==> config.mk <==
export PLATFORM = sky130hd
export DESIGN_NAME = break_comparator
export DESIGN_NICKNAME = d
export VERILOG_FILES = /design/src/break_comparator_pkg.sv /design/src/break_comparator.sv
export SDC_FILE = /design/constraint.sdc
export NUM_CORES = 2
export LEC_CHECK = 0
export ABC_AREA = 1
export BUFFER_PORTS_ARGS = -buffer_cell sky130_fd_sc_hd__buf_2
export CORE_MARGIN = 1.5
export CORE_UTILIZATION = 36
export DETAILED_ROUTE_END_ITERATION = 10
export GPL_ROUTABILITY_DRIVEN = 0
export PLACE_DENSITY = 0.57
export SLEW_MARGIN = 10
export SYNTH_ARGS = -nofsm -noshare
export SYNTH_HDL_FRONTEND = slang
export SYNTH_SLANG_ARGS = --single-unit
==> constraint.sdc <==
create_clock -name aclk -period 3.8 [get_ports aclk]
set_input_delay 0.57 -clock aclk [delete_from_list [all_inputs] [get_ports aclk]]
set_output_delay 0.57 -clock aclk [all_outputs]
set_load 0.02 [all_outputs]
==> src/break_comparator_pkg.sv <==
// Constants, register map and types shared by the break comparator design.
package break_comparator_pkg;

   // Register byte offsets.
   localparam logic [11:0] OFS_A_ADDR = 12'h000;
   localparam logic [11:0] OFS_A_MASK = 12'h004;
   localparam logic [11:0] OFS_A_QUAL = 12'h008;
   localparam logic [11:0] OFS_B_ADDR = 12'h00C;
   localparam logic [11:0] OFS_B_MASK = 12'h010;
   localparam logic [11:0] OFS_B_QUAL = 12'h014;
   localparam logic [11:0] OFS_B_DATA = 12'h018;
   localparam logic [11:0] OFS_B_DMASK = 12'h01C;
   localparam logic [11:0] OFS_CTRL = 12'h020;
   localparam logic [11:0] OFS_REP_TARGET = 12'h024;
   localparam logic [11:0] OFS_REP_COUNT = 12'h028;
   localparam logic [11:0] OFS_STATUS = 12'h02C;
   localparam logic [11:0] OFS_IMASK = 12'h030;
   localparam logic [11:0] OFS_TRACE_INFO = 12'h034;
   localparam logic [11:0] OFS_TRACE_SRC = 12'h040;
   localparam logic [11:0] OFS_TRACE_DST = 12'h060;
   localparam logic [11:0] OFS_TRACE_SEL = 12'hFE3;

   // Qualifier field positions; only the low byte is implemented.
   localparam int QUAL_SZ_LSB = 0;
   localparam int QUAL_RW_LSB = 2;
   localparam int QUAL_ID_LSB = 4;
   localparam int QUAL_BUS_LSB = 6;
   localparam logic [15:0] QUAL_WMASK = 16'h00FF;

   // Bus select codes of channel B.
   localparam logic [1:0] BSEL_LOGIC = 2'h0;
   localparam logic [1:0] BSEL_INTERNAL = 2'h1;
   localparam logic [1:0] BSEL_XMEM = 2'h2;
   localparam logic [1:0] BSEL_YMEM = 2'h3;
   // Channel A bus select code that picks the internal bus.
   localparam logic [1:0] ASEL_INTERNAL = 2'h2;
   localparam logic [1:0] SIZE_ANY = 2'h0;

   // Control register bits.
   localparam int CTRL_SEQ = 0;
   localparam int CTRL_A_AFTER = 1;
   localparam int CTRL_B_AFTER = 2;
   localparam int CTRL_B_DATA_EN = 3;
   localparam int CTRL_W = 4;

   // Status and mask bits.
   localparam int ST_A_MATCH = 0;
   localparam int ST_B_MATCH = 1;
   localparam int ST_BREAK = 2;
   localparam int ST_W = 3;

   localparam int REP_W = 12;
   localparam int TRACE_DEPTH = 8;
   localparam int TRACE_PTR_W = 3;

   localparam logic [1:0] RESP_OKAY = 2'h0;
   localparam logic [1:0] RESP_SLVERR = 2'h2;

   // One observed bus cycle; size uses the qualifier size codes.
   typedef struct packed {
      logic valid;
      logic fetch;
      logic write;
      logic [1:0] size;
      logic [31:0] addr;
      logic [31:0] data;
   } bus_cycle_t;

   // One executed branch.
   typedef struct packed {
      logic valid;
      logic [31:0] src;
      logic [31:0] dst;
   } branch_t;

   typedef struct packed {
      logic [31:0] a_addr;
      logic [31:0] a_mask;
      logic [15:0] a_qual;
      logic [31:0] b_addr;
      logic [31:0] b_mask;
      logic [15:0] b_qual;
      logic [31:0] b_data;
      logic [31:0] b_dmask;
      logic [CTRL_W-1:0] ctrl;
      logic [REP_W-1:0] rep_target;
      logic [REP_W-1:0] rep_count;
      logic [ST_W-1:0] status;
      logic [ST_W-1:0] imask;
      logic armed;
      logic [TRACE_DEPTH-1:0][31:0] tr_src;
      logic [TRACE_DEPTH-1:0][31:0] tr_dst;
      logic [TRACE_PTR_W-1:0] tr_ptr;
      logic [TRACE_PTR_W:0] tr_fill;
      logic awready;
      logic wready;
      logic aw_have;
      logic w_have;
      logic [11:0] aw_addr;
      logic [31:0] w_data;
      logic [3:0] w_strb;
      logic bvalid;
      logic [1:0] bresp;
      logic arready;
      logic rvalid;
      logic [31:0] rdata;
      logic [1:0] rresp;
      logic break_req;
      logic break_after;
      logic [1:0] break_chan;
      logic irq;
   } state_t;

   localparam state_t STATE_RST = '{awready: 1'b1, wready: 1'b1, arready: 1'b1, default: '0};

endpackage

==> src/break_comparator.sv <==
// Two-channel user break comparator with an AXI4-Lite register slave.
`timescale 1ns/100ps
module break_comparator
   import break_comparator_pkg::*;
(
   // Clock and reset
   input wire logic aclk,
   input wire logic aresetn,
   // AXI4-Lite write address and data
   input wire logic [11:0] awaddr,
   input wire logic awvalid,
   output logic awready,
   input wire logic [31:0] wdata,
   input wire logic [3:0] wstrb,
   input wire logic wvalid,
   output logic wready,
   // AXI4-Lite write response
   output logic [1:0] bresp,
   output logic bvalid,
   input wire logic bready,
   // AXI4-Lite read
   input wire logic [11:0] araddr,
   input wire logic arvalid,
   output logic arready,
   output logic [31:0] rdata,
   output logic [1:0] rresp,
   output logic rvalid,
   input wire logic rready,
   // Observed bus cycles
   input wire bus_cycle_t logic_bus,
   input wire bus_cycle_t internal_bus,
   input wire bus_cycle_t xmem_bus,
   input wire bus_cycle_t ymem_bus,
   // Executed branches
   input wire branch_t branch,
   // Break request to the CPU
   output logic break_req,
   output logic break_after,
   output logic [1:0] break_chan,
   input wire logic break_ack,
   // Interrupt
   output logic irq
);

   state_t s_q;
   state_t s_d;

   // Address, mask and all enabled qualifiers are judged on one and the same cycle.
   function automatic logic cycle_match(bus_cycle_t c, logic [31:0] ref_addr, logic [31:0] mask,
                                        logic [15:0] qual);
      logic [1:0] id;
      logic [1:0] rw;
      logic [1:0] sz;
      logic type_ok;
      logic dir_ok;
      logic size_ok;
      logic addr_ok;
      id = qual[QUAL_ID_LSB +: 2];
      rw = qual[QUAL_RW_LSB +: 2];
      sz = qual[QUAL_SZ_LSB +: 2];
      type_ok = (id[0] & c.fetch) | (id[1] & ~c.fetch);
      dir_ok = (rw[0] & ~c.write) | (rw[1] & c.write);
      size_ok = (sz == SIZE_ANY) | (sz == c.size);
      addr_ok = ((c.addr ^ ref_addr) & ~mask) == 32'h0000_0000;
      return c.valid & type_ok & dir_ok & size_ok & addr_ok;
   endfunction

   function automatic logic [31:0] apply_strb(logic [31:0] old, logic [31:0] val, logic [3:0] strb);
      logic [31:0] r;
      r = old;
      for (int i = 0; i < 4; i++) begin
         if (strb[i]) begin
            r[i*8 +: 8] = val[i*8 +: 8];
         end
      end
      return r;
   endfunction

   // Returns the error flag above the read data.
   function automatic logic [32:0] read_word(state_t s, logic [11:0] a);
      logic [32:0] r;
      r = {1'b0, 32'h0000_0000};
      if ((a & ~12'h01C) == OFS_TRACE_SRC) begin
         r[31:0] = s.tr_src[a[4:2]];
      end else if ((a & ~12'h01C) == OFS_TRACE_DST) begin
         r[31:0] = s.tr_dst[a[4:2]];
      end else begin
         unique case (a)
            OFS_A_ADDR: r[31:0] = s.a_addr;
            OFS_A_MASK: r[31:0] = s.a_mask;
            OFS_A_QUAL: r[31:0] = {16'h0000, s.a_qual & QUAL_WMASK};
            OFS_B_ADDR: r[31:0] = s.b_addr;
            OFS_B_MASK: r[31:0] = s.b_mask;
            OFS_B_QUAL: r[31:0] = {16'h0000, s.b_qual & QUAL_WMASK};
            OFS_B_DATA: r[31:0] = s.b_data;
            OFS_B_DMASK: r[31:0] = s.b_dmask;
            OFS_CTRL: r[31:0] = {{(32-CTRL_W){1'b0}}, s.ctrl};
            OFS_REP_TARGET: r[31:0] = {{(32-REP_W){1'b0}}, s.rep_target};
            OFS_REP_COUNT: r[31:0] = {{(32-REP_W){1'b0}}, s.rep_count};
            OFS_STATUS: r[31:0] = {{(32-ST_W){1'b0}}, s.status};
            OFS_IMASK: r[31:0] = {{(32-ST_W){1'b0}}, s.imask};
            OFS_TRACE_INFO: r[31:0] = {{(28-TRACE_PTR_W){1'b0}}, s.tr_ptr, s.tr_fill};
            default: r[32] = 1'b1;
         endcase
      end
      return r;
   endfunction

   bus_cycle_t a_cyc;
   bus_cycle_t b_cyc;
   logic [31:0] b_addr_dc;
   logic [31:0] b_data_dc;
   logic a_hit;
   logic b_hit;
   logic b_event;
   logic b_fire;
   logic a_fire;
   logic seq;
   logic do_write;
   logic [ST_W-1:0] st_clr;
   logic [ST_W-1:0] st_set;
   logic [31:0] wval;
   logic [32:0] rd;
   logic [REP_W-1:0] rep_next;

   always_comb begin
      s_d = s_q;
      st_clr = '0;
      st_set = '0;
      wval = apply_strb(32'h0000_0000, s_q.w_data, s_q.w_strb);
      rd = read_word(s_q, araddr);
      seq = s_q.ctrl[CTRL_SEQ];

      // Channel A watches the logic or internal bus only.
      a_cyc = (s_q.a_qual[QUAL_BUS_LSB +: 2] == ASEL_INTERNAL) ? internal_bus : logic_bus;
      a_hit = (s_q.a_qual[QUAL_BUS_LSB +: 2] != 2'h0) & cycle_match(a_cyc, s_q.a_addr, s_q.a_mask, s_q.a_qual);

      // Memory buses are 16 bits wide; the unused register bits become don't care.
      b_cyc = logic_bus;
      b_addr_dc = 32'h0000_0000;
      b_data_dc = 32'h0000_0000;
      unique case (s_q.b_qual[QUAL_BUS_LSB +: 2])
         BSEL_LOGIC: b_cyc = logic_bus;
         BSEL_INTERNAL: b_cyc = internal_bus;
         BSEL_XMEM: begin
            b_cyc = xmem_bus;
            b_cyc.addr = {xmem_bus.addr[15:1], 17'h00000};
            b_cyc.data = {xmem_bus.data[15:0], 16'h0000};
            b_addr_dc = 32'h0001_FFFF;
            b_data_dc = 32'h0000_FFFF;
         end
         BSEL_YMEM: begin
            b_cyc = ymem_bus;
            b_cyc.addr = {16'h0000, ymem_bus.addr[15:1], 1'b0};
            b_cyc.data = {16'h0000, ymem_bus.data[15:0]};
            b_addr_dc = 32'hFFFF_0001;
            b_data_dc = 32'hFFFF_0000;
         end
      endcase
      b_hit = cycle_match(b_cyc, s_q.b_addr, s_q.b_mask | b_addr_dc, s_q.b_qual)
              & (~s_q.ctrl[CTRL_B_DATA_EN]
                 | (((b_cyc.data ^ s_q.b_data) & ~(s_q.b_dmask | b_data_dc)) == 32'h0000_0000));

      // In sequential mode B only counts once A was seen in an earlier cycle; s_q.armed is not yet set on A's own cycle.
      b_event = b_hit & (~seq | s_q.armed);
      rep_next = REP_W'(s_q.rep_count + 12'h001);
      b_fire = b_event & (rep_next >= s_q.rep_target);
      if (b_event) begin
         s_d.rep_count = b_fire ? 12'h000 : rep_next;
      end
      a_fire = a_hit & ~seq;
      s_d.armed = seq & ((s_q.armed & ~b_fire) | a_hit);

      // Break request to the CPU; a new break wins over the acknowledge.
      if (a_fire | b_fire) begin
         s_d.break_req = 1'b1;
         s_d.break_chan = {b_fire, a_fire};
         s_d.break_after = (a_fire & a_cyc.fetch & s_q.ctrl[CTRL_A_AFTER])
                           | (b_fire & b_cyc.fetch & s_q.ctrl[CTRL_B_AFTER]);
      end else if (break_ack) begin
         s_d.break_req = 1'b0;
         s_d.break_chan = 2'h0;
         s_d.break_after = 1'b0;
      end
      st_set[ST_A_MATCH] = a_hit;
      st_set[ST_B_MATCH] = b_hit;
      st_set[ST_BREAK] = a_fire | b_fire;

      // Branch trace ring; the oldest pair is overwritten once all eight are used.
      if (branch.valid) begin
         s_d.tr_src[s_q.tr_ptr] = branch.src;
         s_d.tr_dst[s_q.tr_ptr] = branch.dst;
         s_d.tr_ptr = TRACE_PTR_W'(s_q.tr_ptr + 3'h1);
         if (s_q.tr_fill != 4'h8) begin
            s_d.tr_fill = 4'(s_q.tr_fill + 4'h1);
         end
      end

      // Write address and data are taken in either order.
      if (awvalid & s_q.awready) begin
         s_d.aw_have = 1'b1;
         s_d.aw_addr = awaddr;
      end
      if (wvalid & s_q.wready) begin
         s_d.w_have = 1'b1;
         s_d.w_data = wdata;
         s_d.w_strb = wstrb;
      end
      if (s_q.bvalid & bready) begin
         s_d.bvalid = 1'b0;
      end
      do_write = s_q.aw_have & s_q.w_have & ~s_q.bvalid;
      if (do_write) begin
         s_d.aw_have = 1'b0;
         s_d.w_have = 1'b0;
         s_d.bvalid = 1'b1;
         s_d.bresp = RESP_OKAY;
         unique case (s_q.aw_addr)
            OFS_A_ADDR: s_d.a_addr = apply_strb(s_q.a_addr, s_q.w_data, s_q.w_strb);
            OFS_A_MASK: s_d.a_mask = apply_strb(s_q.a_mask, s_q.w_data, s_q.w_strb);
            OFS_A_QUAL: s_d.a_qual = 16'(apply_strb({16'h0000, s_q.a_qual}, s_q.w_data, s_q.w_strb)) & QUAL_WMASK;
            OFS_B_ADDR: s_d.b_addr = apply_strb(s_q.b_addr, s_q.w_data, s_q.w_strb);
            OFS_B_MASK: s_d.b_mask = apply_strb(s_q.b_mask, s_q.w_data, s_q.w_strb);
            OFS_B_QUAL: s_d.b_qual = 16'(apply_strb({16'h0000, s_q.b_qual}, s_q.w_data, s_q.w_strb)) & QUAL_WMASK;
            OFS_B_DATA: s_d.b_data = apply_strb(s_q.b_data, s_q.w_data, s_q.w_strb);
            OFS_B_DMASK: s_d.b_dmask = apply_strb(s_q.b_dmask, s_q.w_data, s_q.w_strb);
            OFS_CTRL: begin
               s_d.ctrl = CTRL_W'(apply_strb({{(32-CTRL_W){1'b0}}, s_q.ctrl}, s_q.w_data, s_q.w_strb));
               s_d.armed = 1'b0;
            end
            OFS_REP_TARGET: begin
               // Changing the target restarts the count so a stale tally cannot fire early.
               s_d.rep_target = REP_W'(apply_strb({{(32-REP_W){1'b0}}, s_q.rep_target}, s_q.w_data, s_q.w_strb));
               s_d.rep_count = 12'h000;
            end
            OFS_STATUS: st_clr = wval[ST_W-1:0];
            OFS_IMASK: s_d.imask = ST_W'(apply_strb({{(32-ST_W){1'b0}}, s_q.imask}, s_q.w_data, s_q.w_strb));
            OFS_REP_COUNT, OFS_TRACE_INFO: s_d.bresp = RESP_OKAY;
            default: begin
               if (((s_q.aw_addr & ~12'h01C) != OFS_TRACE_SRC) && ((s_q.aw_addr & ~12'h01C) != OFS_TRACE_DST)) begin
                  s_d.bresp = RESP_SLVERR;
               end
            end
         endcase
      end
      s_d.awready = ~s_d.aw_have & ~s_d.bvalid;
      s_d.wready = ~s_d.w_have & ~s_d.bvalid;

      // Read channel: one read at a time, answered one cycle after it is taken.
      if (arvalid & s_q.arready) begin
         s_d.arready = 1'b0;
         s_d.rvalid = 1'b1;
         s_d.rdata = rd[31:0];
         s_d.rresp = rd[32] ? RESP_SLVERR : RESP_OKAY;
      end else if (s_q.rvalid & rready) begin
         s_d.rvalid = 1'b0;
         s_d.arready = 1'b1;
      end

      // A hardware event in the clearing cycle survives the clear.
      s_d.status = (s_q.status & ~st_clr) | st_set;
      s_d.irq = |(s_d.status & s_d.imask);
   end

   always_ff @(posedge aclk) begin
      if (!aresetn) begin
         s_q <= STATE_RST;
      end else begin
         s_q <= s_d;
      end
   end

   assign awready = s_q.awready;
   assign wready = s_q.wready;
   assign bvalid = s_q.bvalid;
   assign bresp = s_q.bresp;
   assign arready = s_q.arready;
   assign rvalid = s_q.rvalid;
   assign rdata = s_q.rdata;
   assign rresp = s_q.rresp;
   assign break_req = s_q.break_req;
   assign break_after = s_q.break_after;
   assign break_chan = s_q.break_chan;
   assign irq = s_q.irq;

endmodule // break_comparator

# After elaboration in Yosys (flattened, before gate mapping)
# Index checks and enable logic that the tools add are counted.
dict set report classes {
  n_addsub 3
  magnitude_cmp 4
  n_eq_ne 37
  n_mux 41
  bitwise 73
  reduce_logical 46
}
# operator count
set ops {}
lappend ops {{$bwmux W256} 2}
lappend ops {{$pmux W32 S14} 1}
lappend ops {{$pmux W69 S4} 1}
lappend ops {{$bmux W32 S3} 2}
lappend ops {{$mux W32} 5}
lappend ops {{$eq A12 B6 Y1 const B} 12}
lappend ops {{$pmux W32 S2} 2}
lappend ops {{$and A32 B32 Y32} 3}
lappend ops {{$demux W32 S3} 1}
lappend ops {{$eq A12 B5 Y1 const B} 8}
lappend ops {{$logic_not A32 Y1} 3}
lappend ops {{$not A32 Y32} 3}
lappend ops {{$xor A32 B32 Y32} 3}
lappend ops {{$reduce_and A3 Y1} 29}
lappend ops {{$mux W69} 1}
lappend ops {{$or A32 B32 Y32} 2}
lappend ops {{$eq A12 B4 Y1 const B} 4}
lappend ops {{$mux W12} 4}
lappend ops {{$and A1 B1 Y1} 36}
lappend ops {{$reduce_or A14 Y1} 2}
lappend ops {{$eq A12 B3 Y1 const B} 2}
lappend ops {{$logic_not A12 Y1} 2}
lappend ops {{$eq A9 B4 Y1 const B} 2}
lappend ops {{$mux W3} 6}
lappend ops {{other kinds (24)} 68}
dict set report totals {
  reg_bits 858
  in_bits 409
  out_inout_bits 46
  wordCells 272
}

# Logic depth before layout (Yosys ltp)
dict set report logic_depth {
  ltp_word 20
  mapped_depth 19
  depth_no_buf 19
}

# Worst setup path after synthesis
# Ideal clock, no wire load.
dict set report synth_timing {
  path_kind {reg2reg}
  from {register s_q[624] (netlist name)}
  to {register s_q, in the netlist break_chan[1]}
  setup_ns 0.110
  arrival_ns 2.629
  required_time_ns 3.690
  path_slack_ns 1.061
  stages_incl_launch_ff 20
  n_path_buf 0
  period_less_slack_ns 2.739
  path_cell_list {dfxtp_1 > inv_1 > nor3_1 > nand3_1 > inv_1 > nand3_1 > nor3_1 > nand3_1 > xor2_1 > inv_1 > ha_1 > nand2_1 > nor2_1 > nand3b_1 > nand3_1 > nand4_2 > nand4_1 > nand2_1 > nand2_1 > inv_1}
}
dict set report synth_via {
  elab_chain_len 5
  elab_cells_between_ends 6
  classes_between {add/sub (1); order compare (1); mux (1); bitwise (2); reduce/logical (1)}
}
# item line
set synth_rtl {}
lappend synth_rtl {{start: declaration} break_comparator.sv:45} ;# state_t s_q;
lappend synth_rtl {{start signal: assignment} break_comparator.sv:267} ;# s_q <= STATE_RST;
lappend synth_rtl {{start signal: assignment} break_comparator.sv:269} ;# s_q <= s_d;
lappend synth_rtl {{$add A12 B1 Y12 (*)} break_comparator.sv:166} ;# rep_next = REP_W'(s_q.rep_count + 12'h001);
lappend synth_rtl {{$ge A12 B12 Y1 (*)} break_comparator.sv:167} ;# b_fire = b_event & (rep_next >= s_q.rep_target);
lappend synth_rtl {{$and A1 B1 Y1 (*)} break_comparator.sv:167}
lappend synth_rtl {{$or A1 B1 Y1} break_comparator.sv:175} ;# if (a_fire | b_fire) begin
lappend synth_rtl {{$mux W4 / $reduce_bool A2 Y1 (equally long branches)} n/a}
# Mark *: on every way between the ends. The rest lies on a longest branch, timed or not.
# A chain may end at the register's enable or synchronous reset.

# Final worst setup path
dict set report layout_timing {
  from {register s_q[721] (netlist name)}
  to {register s_q[629] (netlist name)}
}
dict set report layout_via {
  elab_chain_len 16
  elab_cells_between_ends 39
  classes_between {eq/ne (4); mux (7); bitwise (25); reduce/logical (3)}
}
# item line
set layout_rtl {}
lappend layout_rtl {{$eq A2 B2 Y1, or another cell as far along} break_comparator.sv:142} ;# unique case (s_q.b_qual[QUAL_BUS_LSB +: 2])
lappend layout_rtl {{$pmux W69 S4} break_comparator.sv:142}
lappend layout_rtl {{$not A1 Y1} break_comparator.sv:61} ;# type_ok = (id[0] & c.fetch) | (id[1] & ~c.fetch);
lappend layout_rtl {{$and A1 B1 Y1} break_comparator.sv:61}
lappend layout_rtl {{$or A1 B1 Y1} break_comparator.sv:61}
lappend layout_rtl {{$and A1 B1 Y1 (4 in a row)} break_comparator.sv:65} ;# return c.valid & type_ok & dir_ok & size_ok & addr_ok;
lappend layout_rtl {{$and A1 B1 Y1 (*)} break_comparator.sv:161} ;# & (~s_q.ctrl[CTRL_B_DATA_EN]
lappend layout_rtl {{$and A1 B1 Y1 (*)} break_comparator.sv:165} ;# b_event = b_hit & (~seq | s_q.armed);
lappend layout_rtl {{$and A1 B1 Y1} break_comparator.sv:167}
lappend layout_rtl {{$mux W12} break_comparator.sv:169} ;# s_d.rep_count = b_fire ? 12'h000 : rep_next;
lappend layout_rtl {{$mux W12 (*)} break_comparator.sv:168} ;# if (b_event) begin
lappend layout_rtl {{$mux W12} break_comparator.sv:218} ;# unique case (s_q.aw_addr)
lappend layout_rtl {{$mux W12 (*)} break_comparator.sv:213} ;# if (do_write) begin
# Marked as above.

==> summary.txt <==
Yosys
  • Number of synthesized flops with an enable pin: 0
  • Seq/Total Area, Yosys: 0.431
  • Most frequent cell after synthesis: dfxtp_1
  • Mapped Area: 39800 um2
  • Most frequent cells after synthesis: 856 x dfxtp_1, 844 x o21ai_0, 669 x inv_1
  • Ys async rst share: 0
  • Post-synth top area cell: dfxtp_1
  • Main synth FF type: dfxtp_1
  • Synth top area share: 0.431
  • Flops & latches, synth: 856
  • Syn_area_per_cell: 7.08 um2
  • Synth warn: 0
  • Yosys cell types: 50
  • Post-Syn Instances: 5623
  • Synth top area cells: dfxtp_1 43%, o21ai_0 11%, a21oi_1 7.3%

Layout
  • Final Instance Count excl. Fillers: 7386
  • Fill count: 11456
  • Nets@finish: 6258
  • Area Growth Syn to Fin: 16.3%
  • Util after Layout: 0.423
  • Layout cell share with drive strength beyond 1: 0.125

Route
  • Met2 WL: 72200 um
  • TritonRoute pass-1 iters: 6
  • Routed Antenna Nets: 0
  • Vias per cell: 5.48
  • Number of remaining DRC errors: 0
  • WL/cell: 22.3 um
  • Via count: 40483
  • First DRT Iteration DRCs: 4450
  • WL met1: 70700 um
  • Top layer reached by signal wires: met5
  • Met3 Routed Length: 14100 um
  • WL final: 165000 um

STA
  • Count of final setup violators: 0
  • Minimum clock period: 3.32 ns
  • Unrepaired setup endpoints after global routing: no
  • Fmax: 301 MHz
  • Worst Tran Pin Value: 1.29 ns
  • Final worst setup slack: 0.477 ns
  • Period Utilization, post-route: 0.874
  • Final Hold Fails: 0
  • WHS: 0.138 ns
  • Max-slew violations: 0
  • Worst slew margin: 0.123
  • Post-Route Setup TNS: 0 ns
  • Worst Skew: 0.0326 ns

Global route
  • Global-route usage over all layers: 0.282
  • First-pass GRT wire length: 240000 um
  • GRT overflow: 0
  • Vias in the first global route: 36413
  • Largest net degree at the start of global routing: 151
  • Initial antenna violation count: 36

Critical path
  • Worst Setup Start Kind: register
  • CP bufs+invs: 2
  • FF-to-FF setup slack: 0.48 ns
  • Critical path depth in cells: 15
  • CP required: 4.39 ns
  • Cell family with most CP delay: simple AND/OR/NAND/NOR gates
  • Crit path top cell by count: nand2_1
  • Crit path DAT: 3.91 ns
  • CP cell instances: buf_4 > nor2_8 > buf_12 > nand2_1 > nand3_1 > nand2_1 > nand3_1 > nand4_1 > nor2_1 > nand2_1 > nor2_4 > nand3_4 > nor2_4 > nand2_1 > a21oi_1
  • Slowest cell on crit path: dfxtp_2
  • Crit end category: register
  • Cells on worst reg2reg path: 15
  • Slowest Stage Delay on Critical Path: 0.42 ns
  • Critical Path Start: s_q[721]
  • Worst R2R Start: s_q[721]
  • Critical path type: register to register
  • CP Max Fanout: 45

Die
  • Die Y-Extent: 335 um
  • Die area: 113000 um2
  • Row count: 121
  • Core area: 109000 um2
  • Ports: 455
  • Die Wd: 335 um
  • Initial Util: 0.364

Job
  • Max-cap violations: 0

Power and ir drop
  • Peak supply drop: 366 uV
  • Clock Power Share: 0.454
  • Part of the power in registers: 0.458
  • Total internal power: 0.0152 W
  • Switch Pwr: 0.00541 W
  • Logic pwr share: 0.087
  • Leakage: 17.9 nW
  • Net Sw Frac: 0.262
  • P per Cell Area: 445 nW/um2

Min path
  • Worst Hold Class: input pin to register
  • WHS Path Cells: 3
  • Hold Startpoint: wdata[31]

CTS
  • # resized after CTS: 0
  • CTS tree: yes
  • Longest Clk Path Bufs: 3
  • Reg clk slew, reported paths: 0.06 ns
  • CTS Hold Buffers Added: 0
  • Clk root buf: clkbuf_16
  • Setup bufs post-CTS: 0
  • CTS Buf Count: 96
  • Skew-Pair Late Insertion Delay: 0.69 ns
  • H-tree depth: 3
  • Sink count of the clock tree: 856

Placement
  • Dpl hpwl: 114000 um
  • Place WS: 0.533 ns
  • Placed Cells: 7211
  • IO Port Bufs: 386

Run status
  • Outcome: finished, final reports clean
[cells by family after synthesis]
group | after synthesis | share of synthesized area
AND/OR/NAND/NOR | 1752 | 0.187
buffers and inverters | 1106 | 0.112
XOR/XNOR | 7 | 0.00154
adder cells (fa/ha/maj) | 16 | 0.00503
other | 1 | 0.0000942
flip-flops | 856 | 0.431
AO/OA/AOI/OAI | 1885 | 0.263
[worst min-delay path, delay by kind of cell]
kind | cells | cell delay (ns)
buffers and inverters | 1 | 0.07
AO/OA/AOI/OAI | 1 | 0.07
AND/OR/NAND/NOR | 1 | 0.08
[power by group through the flow]
| stage | Combinational, W | Sequential, W | Clock, W |
|---|---|---|---|
| 5_1_grt | 0.00196 | 0.00946 | 0.00983 |
| 6_report | 0.00180 | 0.00944 | 0.00936 |
| 4_1_cts | 0.00178 | 0.00943 | 0.00946 |
| 3_5_place_dp | 0.00177 | 0.00963 | 0 |
| 3_3_place_gp | 0.00175 | 0.00962 | 0 |
| 2_1_floorplan | 0.00102 | 0.00954 | 0 |
[layout by cell type (no fill, tap or decap), types with 90 or more instances in the layout]
master / Yosys / routed
a21oi_1: 579 / 579
a221oi_1: 97 / 97
buf_2: 29 / 385
buf_4: 46 / 114
clkbuf_16: 0 / 96
dfxtp_1: 856 / 854
inv_1: 669 / 666
nand2_1: 609 / 606
nand3_1: 304 / 304
nand4_1: 90 / 90
nor2_1: 660 / 654
o21ai_0: 844 / 844
o22ai_1: 256 / 256
[registers in the layout, indices dropped and copies added, names as in the netlist]
register	cells
bresp	1
irq	1
awready	1
wready	1
rdata	32
s_q	812
break_chan	2
break_after	1
arready	1
bvalid	1
rresp	1
break_req	1
rvalid	1
[worst paths after layout]
| path | end |
|---|---|
| hold reg to reg | s_q[228] |
| hold / removal | s_q[79] |
| setup / recovery | s_q[629] |
| setup reg to reg | s_q[629] |
[metal layers]
layer	vias up	global-route usage
met3	350	0.0530
met5	-	0
li1	19466	-
met2	1776	0.441
met1	18865	0.377
met4	26	0.122
[final cells by class]
cell class / count / area [um2] / area share
clock buffers: 139 / 2740 / 0.0593
inverters: 690 / 2600 / 0.0563
multi-input cells: 3662 / 18300 / 0.394
flip-flops and latches: 856 / 17100 / 0.370
clock inverters: 33 / 352 / 0.00760
diodes: 3 / 7.51 / 0.000162
repair buffers: 527 / 3340 / 0.0721
well taps: 1476 / 1850 / 0.0399
[per-stage QoR]
step                      instance area [um2]  power [W]
after global placement                  43200     0.0114
final                                   46300     0.0206
after global routing                    46300     0.0212
after CTS                               46300     0.0207
after floorplan                         39800     0.0106
after detailed placement                43200     0.0114
No activity file was read; power rests on OpenSTA's default activity.
